<file path="config.mk">
export PLATFORM = sky130hd
export DESIGN_NAME = pcsia_core
export DESIGN_NICKNAME = d
export VERILOG_FILES = /design/src/common/pcsia_pkg.sv /design/src/rtl/pcsia_core.sv
export SDC_FILE = /design/constraint.sdc
export NUM_CORES = 1
export LEC_CHECK = 0
export BUFFER_PORTS_ARGS = -buffer_cell sky130_fd_sc_hd__buf_2
export CAP_MARGIN = 20
export CORE_UTILIZATION = 45
export DETAILED_ROUTE_END_ITERATION = 10
export GPL_ROUTABILITY_DRIVEN = 0
export PLACE_DENSITY = 0.75
export SYNTH_ARGS = -nofsm -noshare
export SYNTH_HDL_FRONTEND = slang
export SYNTH_SLANG_ARGS = --single-unit
</file>
<file path="constraint.sdc">
create_clock -name clk_sys -period 2.5 [get_ports clk_sys]
set_input_delay 0.125 -clock clk_sys [delete_from_list [all_inputs] [get_ports clk_sys]]
set_output_delay 0.125 -clock clk_sys [all_outputs]
set_load 0.01 [all_outputs]
</file>
<file path="src/common/pcsia_pkg.sv">
package pcsia_pkg;

	// variant codes: 0 unbanked, 1 four banks, 2 eight banks
	localparam int VARIANT_SMALL = 0;
	localparam int VARIANT_FOUR  = 1;
	localparam int VARIANT_EIGHT = 2;

	localparam int PC_MAX_W = 11;

	// register file locations, mirrored in every bank
	localparam logic [4:0] ADDR_INDIRECT = 5'h00;
	localparam logic [4:0] ADDR_PC_LOW   = 5'h02;
	localparam logic [4:0] ADDR_STATUS   = 5'h03;
	localparam logic [4:0] ADDR_POINTER  = 5'h04;

	localparam int STATUS_PAGE_LSB = 5;

	localparam logic [10:0] PC_MASK_SMALL  = 11'h1ff;
	localparam logic [10:0] PC_MASK_LARGE  = 11'h7ff;
	localparam logic [10:0] RST_VEC_SMALL  = 11'h1ff;
	localparam logic [10:0] RST_VEC_LARGE  = 11'h7ff;
	localparam logic [1:0]  RST_PAGE       = 2'h0;
	localparam logic [7:0]  RST_POINTER    = 8'h00;

	typedef enum logic [2:0] {
		OP_NONE = 3'h0,
		OP_JUMP = 3'h1,
		OP_CALL = 3'h2,
		OP_RETL = 3'h3
	} pcsia_op_t;

	typedef struct packed {
		pcsia_op_t   op;
		logic [8:0]  lit;
	} pcsia_instr_t;

	typedef struct packed {
		logic [7:0]  addr;
		logic [7:0]  wdata;
		logic        wr;
		logic        rd;
	} pcsia_bus_t;

	typedef struct packed {
		logic [10:0] pc;
		logic [10:0] stk1;
		logic [10:0] stk2;
		logic [1:0]  page;
		logic [7:0]  ptr;
		logic [7:0]  rdData;
		logic        wLoad;
		logic [7:0]  wValue;
	} pcsia_state_t;

endpackage

</file>
<file path="src/rtl/pcsia_core.sv">
// Implementation choices: the placing of the registers and the strobed register port.
`timescale 1ns/1ps
module pcsia_core
#(
	parameter int VARIANT = 0
)
(
	input  wire logic                   clk_sys,
	input  wire logic                   rst_n,
	input  wire pcsia_pkg::pcsia_instr_t instr,
	input  wire pcsia_pkg::pcsia_bus_t   bus,
	output logic [7:0]                  rdData,
	output pcsia_pkg::pcsia_bus_t        fileBus,
	input  wire logic [7:0]             fileRdData,
	output logic [10:0]                 pc,
	output logic [10:0]                 stackTop,
	output logic [7:0]                  pointerView,
	output logic                        wLoad,
	output logic [7:0]                  wValue
);
	import pcsia_pkg::*;

	// the variant fixes widths at elaboration
	localparam logic [10:0] PC_MASK = (VARIANT == VARIANT_SMALL) ? PC_MASK_SMALL : PC_MASK_LARGE;
	localparam logic [10:0] RST_VEC = (VARIANT == VARIANT_SMALL) ? RST_VEC_SMALL : RST_VEC_LARGE;

	pcsia_state_t s_q;
	pcsia_state_t s_d;

	logic        isInd;
	logic        nullInd;
	logic [2:0]  bankSel;
	logic [7:0]  effAddr;
	logic        ownHit;
	logic [7:0]  ownData;
	logic [1:0]  pageBits;
	logic [10:0] pcInc;
	logic        pcLowWr;

	// unimplemented pointer bits read as ones
	always_comb
	begin
		case (VARIANT)
			VARIANT_SMALL: pointerView = {3'h7, s_q.ptr[4:0]};
			VARIANT_FOUR:  pointerView = {1'b1, s_q.ptr[6:0]};
			default:       pointerView = s_q.ptr;
		endcase
	end

	always_comb
	begin
		case (VARIANT)
			VARIANT_SMALL: bankSel = 3'h0;
			VARIANT_FOUR:  bankSel = {1'b0, s_q.ptr[6:5]};
			default:       bankSel = s_q.ptr[7:5];
		endcase
	end

	// small part has no paging; its page field is only storage
	assign pageBits = (VARIANT == VARIANT_SMALL) ? 2'h0 : s_q.page;
	assign pcInc    = (s_q.pc + 11'h001) & PC_MASK;
	assign isInd    = (bus.addr[4:0] == ADDR_INDIRECT);
	assign nullInd  = isInd && (s_q.ptr[4:0] == ADDR_INDIRECT);
	assign effAddr  = isInd ? {bankSel, s_q.ptr[4:0]} : bus.addr;

	// own registers decode after redirection, so indirect hits them too
	always_comb
	begin
		ownHit  = 1'b1;
		ownData = 8'h00;
		case (effAddr[4:0])
			ADDR_PC_LOW:  ownData = s_q.pc[7:0];
			ADDR_STATUS:  ownData = {1'b0, s_q.page, 5'h00};
			ADDR_POINTER: ownData = pointerView;
			default:      ownHit  = 1'b0;
		endcase
		if (nullInd)
		begin
			ownHit = 1'b1;
		end
	end

	assign pcLowWr = bus.wr && !nullInd && (effAddr[4:0] == ADDR_PC_LOW);

	// everything else goes to the register file; the port itself never does
	always_comb
	begin
		fileBus.addr  = effAddr;
		fileBus.wdata = bus.wdata;
		fileBus.wr    = bus.wr && !ownHit;
		fileBus.rd    = bus.rd && !ownHit;
	end

	always_comb
	begin
		s_d        = s_q;
		s_d.wLoad  = 1'b0;
		s_d.rdData = 8'h00;
		s_d.pc     = pcInc;
		if (bus.rd)
		begin
			s_d.rdData = ownHit ? ownData : fileRdData;
		end
		if (bus.wr && !nullInd && effAddr[4:0] == ADDR_STATUS)
		begin
			s_d.page = bus.wdata[STATUS_PAGE_LSB +: 2];
		end
		if (bus.wr && !nullInd && effAddr[4:0] == ADDR_POINTER)
		begin
			s_d.ptr = bus.wdata;
		end
		// a computed jump loses to a branch in the same cycle
		if (pcLowWr)
		begin
			s_d.pc = {pageBits, 1'b0, bus.wdata} & PC_MASK;
		end
		case (instr.op)
			OP_JUMP:
			begin
				s_d.pc = {pageBits, instr.lit} & PC_MASK;
			end
			OP_CALL:
			begin
				s_d.stk2 = s_q.stk1;
				s_d.stk1 = pcInc;
				s_d.pc   = {pageBits, 1'b0, instr.lit[7:0]} & PC_MASK;
			end
			OP_RETL:
			begin
				s_d.pc     = s_q.stk1;
				s_d.stk1   = s_q.stk2;
				s_d.wLoad  = 1'b1;
				s_d.wValue = instr.lit[7:0];
			end
			default:
			begin
			end
		endcase
	end

	always_ff @(posedge clk_sys or negedge rst_n)
	begin
		if (!rst_n)
		begin
			s_q        <= '0;
			s_q.pc     <= RST_VEC;
			s_q.page   <= RST_PAGE;
			s_q.ptr    <= RST_POINTER;
		end
		else
		begin
			s_q <= s_d;
		end
	end

	assign rdData   = s_q.rdData;
	assign pc       = s_q.pc;
	assign stackTop = s_q.stk1;
	assign wLoad    = s_q.wLoad;
	assign wValue   = s_q.wValue;
endmodule // pcsia_core

</file>
==> results of run 1 <==
-- sequential cells by signal (all words and copies together) (netlist names) --
register	cells
wLoad	1
rdData	8
s_q	13
pointerView	5
stackTop	11
pc	11
wValue	8
-- per-layer routing --
metal  vias to the layer above  share of wire (%)  global-route usage (%)
met5                         -                  0                       0
met2                        82                 49                    34.3
li1                       1246                  -                       -
met4                         0                1.6                    6.30
met1                      1272                 44                    27.2
met3                        16                4.9                    5.22
-- path summary, 6_finish.rpt --
kind	start	end	depth (start not counted)
max	pointerView[2]	fileBus[0]	6
min	fileRdData[6]	rdData[6]	3
max reg2reg	pointerView[0]	pointerView[3]	5
min reg2reg	s_q[37]	stackTop[10]	2
max in group asynchronous	rst_n	pc[8]	3
min in group asynchronous	rst_n	pc[9]	2
-- area by class of cell --
type / count / area (µm²) / share of cell area (%)
Clock inverter: 5 / 55.1 / 1.45
Sequential cell: 57 / 1440 / 37.8
Clock buffer: 11 / 141 / 3.71
Tap cell: 99 / 124 / 3.25
Multi-Input combinational cell: 213 / 1450 / 38.0
Inverter: 11 / 41.3 / 1.08
Timing Repair Buffer: 108 / 561 / 14.7
-- critical path, delay by kind of cell, from the launching register on --
kind / cells / cell delay (ns)
buffers and inverters: 1 / 0.16
and+or+nand+nor: 3 / 0.55
AOI/OAI and AO/OA: 2 / 0.67
DFF: 1 / 0.52
-- cell families (layout without fill, tap and decap cells) --
| group | Yosys count | count (layout) |
|---|---|---|
| xor+xnor | 7 | 7 |
| flops | 57 | 57 |
| mux | 48 | 48 |
| buf+inv | 79 | 135 |
| other cells | 1 | 3 |
| simple gates | 102 | 102 |
| compound gates | 52 | 52 |
| fa+ha+maj | 1 | 1 |
-- cells in the final DEF (no fill, tap or decap), drive strengths merged, types with 5 or more instances in the layout --
cell	count
dfstp	9
nand2b	6
nand2	34
nand3	8
dfrtp	48
nor2	29
xnor2	6
mux2	26
o21ai	8
a21oi	18
o221ai	5
clkbuf	11
mux2i	22
buf	107
nor3	6
inv	11
-- repair_timing --
item	in CTS	in global routing
gates resized for setup	0	1
hold endpoints to repair	14	0
endpoints found under the setup margin	0	1
hold buffers	1	0
-- power breakdown --
group | internal, mW | leakage (nW) | total (mW) | switching [mW]
registers | 1.16 | 0.707 | 1.37 | 0.209
logic | 0.395 | 1.06 | 0.835 | 0.439
clock network | 0.483 | 0.0953 | 0.852 | 0.368
==> flow_summary.ini, run 1 <==
[placed_design]
postPlaceCellArea_mm2 = 0.00360
io_buffers = 101
placed_cells = 487
dp_hpwl_um = 5890
dpl_worst_slack_ns = 0.193

[synthesis]
dominantRegCellSynth = dfrtp_1
syn_inst = 347
synth_top_family_by_area = multiplexers
synth_compound_area_share_pct = 11.0
yosys.area.top_type = dfrtp_1
yosys_warnings = 0
synth_area_per_cell_um2 = 9.75
ys_seq_area_share_pct = 42.5
yosysUniqueCellTypes = 48
synthAdderAreaFrac_pct = 0.370
ys_top_cells_by_area = dfrtp_1 36%, buf_4 12%, mux2_2 8.7%
ys_ff_latch = 57
syn_area_mm2 = 0.00338
synthArstFlopShare_pct = 100
synth_top_cell_area_share_pct = 35.5
synth-simple-area-share_pct = 14.1
synth.mux.area_fraction_pct = 15.2
yosys-top-cells-count = 54 x buf_4, 48 x dfrtp_1, 34 x nand2_1, 28 x nor2_1, 26 x mux2_2
synth-xor-area-share_pct = 1.81
synth.most_common_cell = buf_4
synth_edf_count = 0

[grt]
grt_pass1_wl_um = 12100
grtUsageTotal_pct = 20.8
antenna_found_initial = 0
grt_max_degree = 44
grt_pass1_vias = 2452
overflow = 0

[final_layout]
final_util_pct = 52.5
final_cell_count_no_fill = 504
n_antenna_cell = 0
fillers = 685
nNetsFinal = 441
area_growth_pct = 12.5
fin_area_mm2 = 0.00381
layout-drive-gt1-share_pct = 40.2

[die]
start_util_pct = 46.6
die_w_um = 88.7
rows = 31
die_area_mm2 = 0.00787
num_io_pins = 105
core_mm2 = 0.00725
dieHeight_um = 88.7

[drt]
vias = 2616
dr.pass1.iters = 4
antenna_left = 0
vias_per_cell = 5.19
wl_um = 7910
drt_iter0_drc = 178
wl_per_cell_um = 15.7
drcViolationCount = 0

[worst_setup_path]
crit_path_top_delay_cell = dfrtp_1
path_cells = nor2_1 > a32o_1 > o31a_1 > or2_4 > nor2_1 > buf_2
cpPeakStageDelay_ns = 0.52
endpoint_kind = output port
crit_required_ns = 2.38
cp.arrival_ns = 2.24
cp-start-kind = flip-flop
r2r_setup_slack_ns = 0.17
cpMostUsedCell = nor2_1
path_max_fanout = 9
critPathKind = reg2out

[outcome]
status = completed

[timing]
fin_crit_sh_pct = 94.4
fin_setup_tns_ns = 0
slew_headroom_pct = 55.4
fmax_mhz = 424
final_hold_viol_count = 0
rsz0062_at_grt = false
worstMarginPinSlew_ns = 0.668
setup_viol = 0
whs_ns = 0.0316
fin_ws_ns = 0.139
slew_viol_final = 0
skew_ns = 0.00409
period_minus_slack_ns = 2.36

[clocking]
htreeDepth = 3
cts.sinks = 57
insertion_delay_ns = 0.34
cts_setup_buffers = 0
path_clk_slew_ns = 0.07
numCtsBuffers = 9
cts_tree = built
cts_root_buf = clkbuf_8
cts_buffer_depth = 2

[job]
max-cap-violations = 0

[power]
power_leakage_nw = 1.87
cellPowerDensity_mw_per_mm2 = 804
ir_drop_mv = 0.385
power_mw = 3.06

[hold_path]
hp-class = in2reg
No activity file was read; power rests on OpenSTA's default activity.
==> run 2, diff against run 1 <==
CELL_PAD_IN_SITES_DETAIL_PLACEMENT = 1   (was default)
CELL_PAD_IN_SITES_GLOBAL_PLACEMENT = 2   (was default)
CORE_UTILIZATION = 31   (was 45)
PLACE_DENSITY = 0.84   (was 0.75)
==> flow_summary.ini, run 2 (synthesis gave the netlist of run 1 again) <==
[grt]
grtUsageMet1_pct = 20.7
grtUsageTotal_pct = 17.1
gr-max-usage-layer = met2
overflow = 0
grt_max_degree = 58
grt_pass1_wl_um = 14900
use_met2_pct = 29.9
antenna_found_initial = 0
use_met3_pct = 4.41
grt_pass1_vias = 2863

[final_layout]
final_common_cell = buf_2
layout-drive-gt1-share_pct = 40.8
nNetsFinal = 443
fin_area_mm2 = 0.00389
n_antenna_cell = 0
fillers = 1254
largest_reg_flops = 13
top_register = s_q
layout_common_cells = 101 x buf_2, 48 x dfrtp_1, 34 x nand2_1
area_growth_pct = 15.0
multi_input_comb_area_mm2 = 0.00145
seq_area_mm2 = 0.00144

[power]
ir_drop_mv = 0.373
power_leakage_nw = 1.89
power_mw = 3.19
cellPowerDensity_mw_per_mm2 = 820

[timing]
period_minus_slack_ns = 2.39
rsz0062_at_grt = false
whs_ns = 0.0259
fin_setup_tns_ns = 0
worstMarginPinSlew_ns = 0.744
final_hold_viol_count = 0
slew_viol_final = 0
setup_viol = 0
fin_crit_sh_pct = 95.6
slew_headroom_pct = 50.3
fmax_mhz = 418
skew_ns = 0.00627

[clocking]
cts_tree = built
insertion_delay_ns = 0.33
cts_root_buf = clkbuf_8
cts.sinks = 57
path_clk_slew_ns = 0.07
cts_buffer_depth = 2
htreeDepth = 3
numCtsBuffers = 9

[worst_setup_path]
cpPeakStageDelay_ns = 0.44
crit_path_top_delay_cell = dfrtp_1
cp.buffers_inverters = 1
path_max_fanout = 9
critical_path_depth = 6
cp.arrival_ns = 2.27
endpoint_kind = output port
crit_required_ns = 2.38
path_cells = nor2b_1 > a32o_1 > o31a_1 > or2_4 > nor2_1 > buf_2
crit_family = compound AO/OA/AOI/OAI gates
cp-start-kind = flip-flop
critPathKind = reg2out
r2r_cells = 5

[drt]
antenna_left = 0
wl_um = 9200
drt_iter0_drc = 57
vias = 2709
drcViolationCount = 0
dr.pass1.iters = 4
vias_per_cell = 4.99
wl_per_cell_um = 16.9

[hold_path]
hold_depth = 3
hp-class = in2reg

[placed_design]
io_buffers = 101
dp_hpwl_um = 6910
postPlaceCellArea_mm2 = 0.00366

[die]
start_util_pct = 32.3
die_w_um = 106
rows = 37
core_mm2 = 0.0105
num_io_pins = 105
dieHeight_um = 106
die_area_mm2 = 0.0113

[outcome]
status = completed

[job]
max-cap-violations = 0
-- run 2: changes by cell type in the layout (fill, tap and decap cells not counted), sizes merged --
cell      previous run  this run
buf                107       109
bufinv               1         2
clkbuf              11         9
clkinv               2         4
clkinvlp             2         1
-- run 2: per-layer routing --
layer,up-vias,part of all wire [%]
li1,1253,-
met5,-,0
met1,1365,43
met2,76,51
met4,0,1.3
met3,15,4.8
-- run 2: worst register-to-register path: cells and delay by family (launching register included) --
kind            cells  cell delay [ns]
flops               1             0.45
mux                 1             0.38
compound gates      1             0.49
simple gates        3             0.90
-- run 2: through the flow --
| step | util (%) | cells | setup WS [ns] |
|---|---|---|---|
| after global placement | 35.0 | 526 | 0.329 |
| after detailed placement | 35.0 | 526 | 0.164 |
| after global routing | 37.2 | 543 | 0.0298 |
| after CTS | 37.2 | 543 | 0.0208 |
| after floorplan | - | 349 | 0.434 |
| final | 37.2 | 543 | 0.109 |
-- run 2: final cells by class --
type,instances,share of cell area (%)
flip-flops and latches,57,37.0
inverters,11,1.06
repair buffers,110,14.8
well taps,136,4.37
multi-input cells,213,37.2
clock buffers,9,3.18
clock inverters,7,2.44
-- run 2: what timing repair did --
action | in CTS | in global routing
setup buffers | 0 | 0
setup endpoints to repair | 0 | 1
endpoints found under the hold margin | 48 | 0
hold buffers | 1 | 0
gates resized for setup | 0 | 1
-- run 2: path summary, 6_finish.rpt --
check	slack, ns	endpoint	from
setup / recovery	0.11	fileBus[0]	pointerView[1]
hold / removal	0.03	rdData[6]	fileRdData[6]
setup reg to reg	0.17	pointerView[3]	pointerView[0]
hold reg to reg	0.50	wValue[7]	wValue[7]
max in group asynchronous	1.56	s_q[31]	rst_n
min in group asynchronous	0.46	stackTop[10]	rst_n
-- run 2: power by group --
| part | internal, mW | switching [mW] | total, mW |
|---|---|---|---|
| logic | 0.403 | 0.466 | 0.869 |
| clock network | 0.560 | 0.396 | 0.956 |
| registers | 1.16 | 0.200 | 1.36 |
==> run 3, diff against run 2 <==
CORE_UTILIZATION = 32   (was 31)
CTS_BUF_LIST = sky130_fd_sc_hd__clkbuf_8   (was default)
PLACE_DENSITY = 0.86   (was 0.84)
==> flow_summary.ini, run 3 (synthesis gave the netlist of run 1 again) <==
[grt]
use_met3_pct = 3.93
grt_pass1_vias = 2839
grtUsageMet1_pct = 21.2
gr-max-usage-layer = met2
overflow = 0
use_met2_pct = 30.8
grt_pass1_wl_um = 14800
antenna_found_initial = 0
grtUsageTotal_pct = 17.3
grt_max_degree = 32

[timing]
fmax_mhz = 427
rsz0062_at_grt = false
slew_headroom_pct = 49.2
fin_setup_tns_ns = 0
worstMarginPinSlew_ns = 0.761
skew_ns = 0.00741
period_minus_slack_ns = 2.34
slew_viol_final = 0
setup_viol = 0
final_hold_viol_count = 0
fin_crit_sh_pct = 93.7

[placed_design]
io_buffers = 101
dp_hpwl_um = 7140
postPlaceCellArea_mm2 = 0.00366
placed_cells = 526

[final_layout]
layout-drive-gt1-share_pct = 40.5
nNetsFinal = 443
final_cell_count_no_fill = 543
largest_reg_flops = 13
top_register = s_q
area_growth_pct = 14.8
layout_common_cells = 101 x buf_2, 48 x dfrtp_1, 34 x nand2_1
final_common_cell = buf_2
fin_area_mm2 = 0.00388
n_antenna_cell = 0

[clocking]
htreeDepth = 3
cts_tree = built
cts_buffer_depth = 2
cts_setup_buffers = 0
numCtsBuffers = 9
insertion_delay_ns = 0.33
cts.sinks = 57
cts_root_buf = clkbuf_8
path_clk_slew_ns = 0.07

[drt]
drcViolationCount = 0
drt_iter0_drc = 70
wl_per_cell_um = 17.1
vias = 2662
dr.pass1.iters = 4
vias_per_cell = 4.90
wl_um = 9290
antenna_left = 0

[worst_setup_path]
crit_path_top_delay_cell = dfrtp_1
path_max_fanout = 9
cp.buffers_inverters = 1
cp.arrival_ns = 2.22
cp-start-kind = flip-flop
cpPeakStageDelay_ns = 0.45
crit_required_ns = 2.38
critPathKind = reg2out
endpoint_kind = output port
path_cells = nor2b_1 > a32o_1 > o31a_1 > or2_4 > nor2_1 > buf_2
crit_family = compound AO/OA/AOI/OAI gates

[die]
die_area_mm2 = 0.0110
die_w_um = 105
start_util_pct = 32.9
core_mm2 = 0.0103
num_io_pins = 105
rows = 37
dieHeight_um = 105

[outcome]
status = completed

[power]
ir_drop_mv = 0.349
cellPowerDensity_mw_per_mm2 = 820
power_leakage_nw = 1.89

[hold_path]
hp-class = in2reg

[job]
max-cap-violations = 0
[run 3: path summary, 6_finish.rpt]
path	cells after the start	slack, ns	startpoint	endpoint
worst max-delay path	6	0.16	pointerView[1]	fileBus[0]
worst min-delay path	3	0.04	fileRdData[5]	rdData[5]
worst max register to register	5	0.16	pointerView[0]	pointerView[2]
worst min register to register	1	0.51	wValue[1]	wValue[1]
max in group asynchronous	3	1.54	rst_n	pc[4]
min in group asynchronous	2	0.27	rst_n	stackTop[10]
[run 3: cell type report]
type,count,area (µm²)
Fill cell,1230,6400
Multi-Input combinational cell,213,1450
Sequential cell,57,1440
Timing Repair Buffer,110,576
Tap cell,136,170
Clock buffer,9,124
Clock inverter,7,86.3
Inverter,11,41.3
[run 3: per-layer routing]
layer | share of wire [%] | routed length [µm]
met4 | 0.69 | 64
met2 | 52 | 4830
met1 | 44 | 4070
met5 | 0 | 0
met3 | 3.5 | 323
[run 3: what timing repair did]
item	4_1_cts	5_1_grt
endpoints found under the setup margin	0	1
endpoints found under the hold margin	17	0
hold buffers	1	0
resized for setup	0	1
[run 3: where the power goes]
part / leakage [nW] / switching, mW / total [mW] / internal, mW
logic: 1.07 / 0.486 / 0.891 / 0.404
clock network: 0.110 / 0.377 / 0.929 / 0.552
registers: 0.707 / 0.200 / 1.36 / 1.16
total: 1.89 / 1.06 / 3.18 / 2.12
[run 3: through the flow]
stage / hold slack [ns] / utilization (%) / setup WS [ns] / power [mW]
after floorplan: -0.171 / - / 0.434 / 2.05
after global placement: 0.0827 / 35.6 / 0.323 / 2.22
final: 0.0430 / 37.8 / 0.158 / 3.18
after global routing: 0.0191 / 37.8 / 0.0827 / 3.36
after detailed placement: 0.0942 / 35.6 / 0.169 / 2.27
after CTS: 0.0310 / 37.7 / 0.101 / 3.22
[run 3: worst min-delay path: cells and delay by family]
kind,cells,cell delay [ns]
compound gates,1,0.05
buf+inv,1,0.10
simple gates,1,0.06
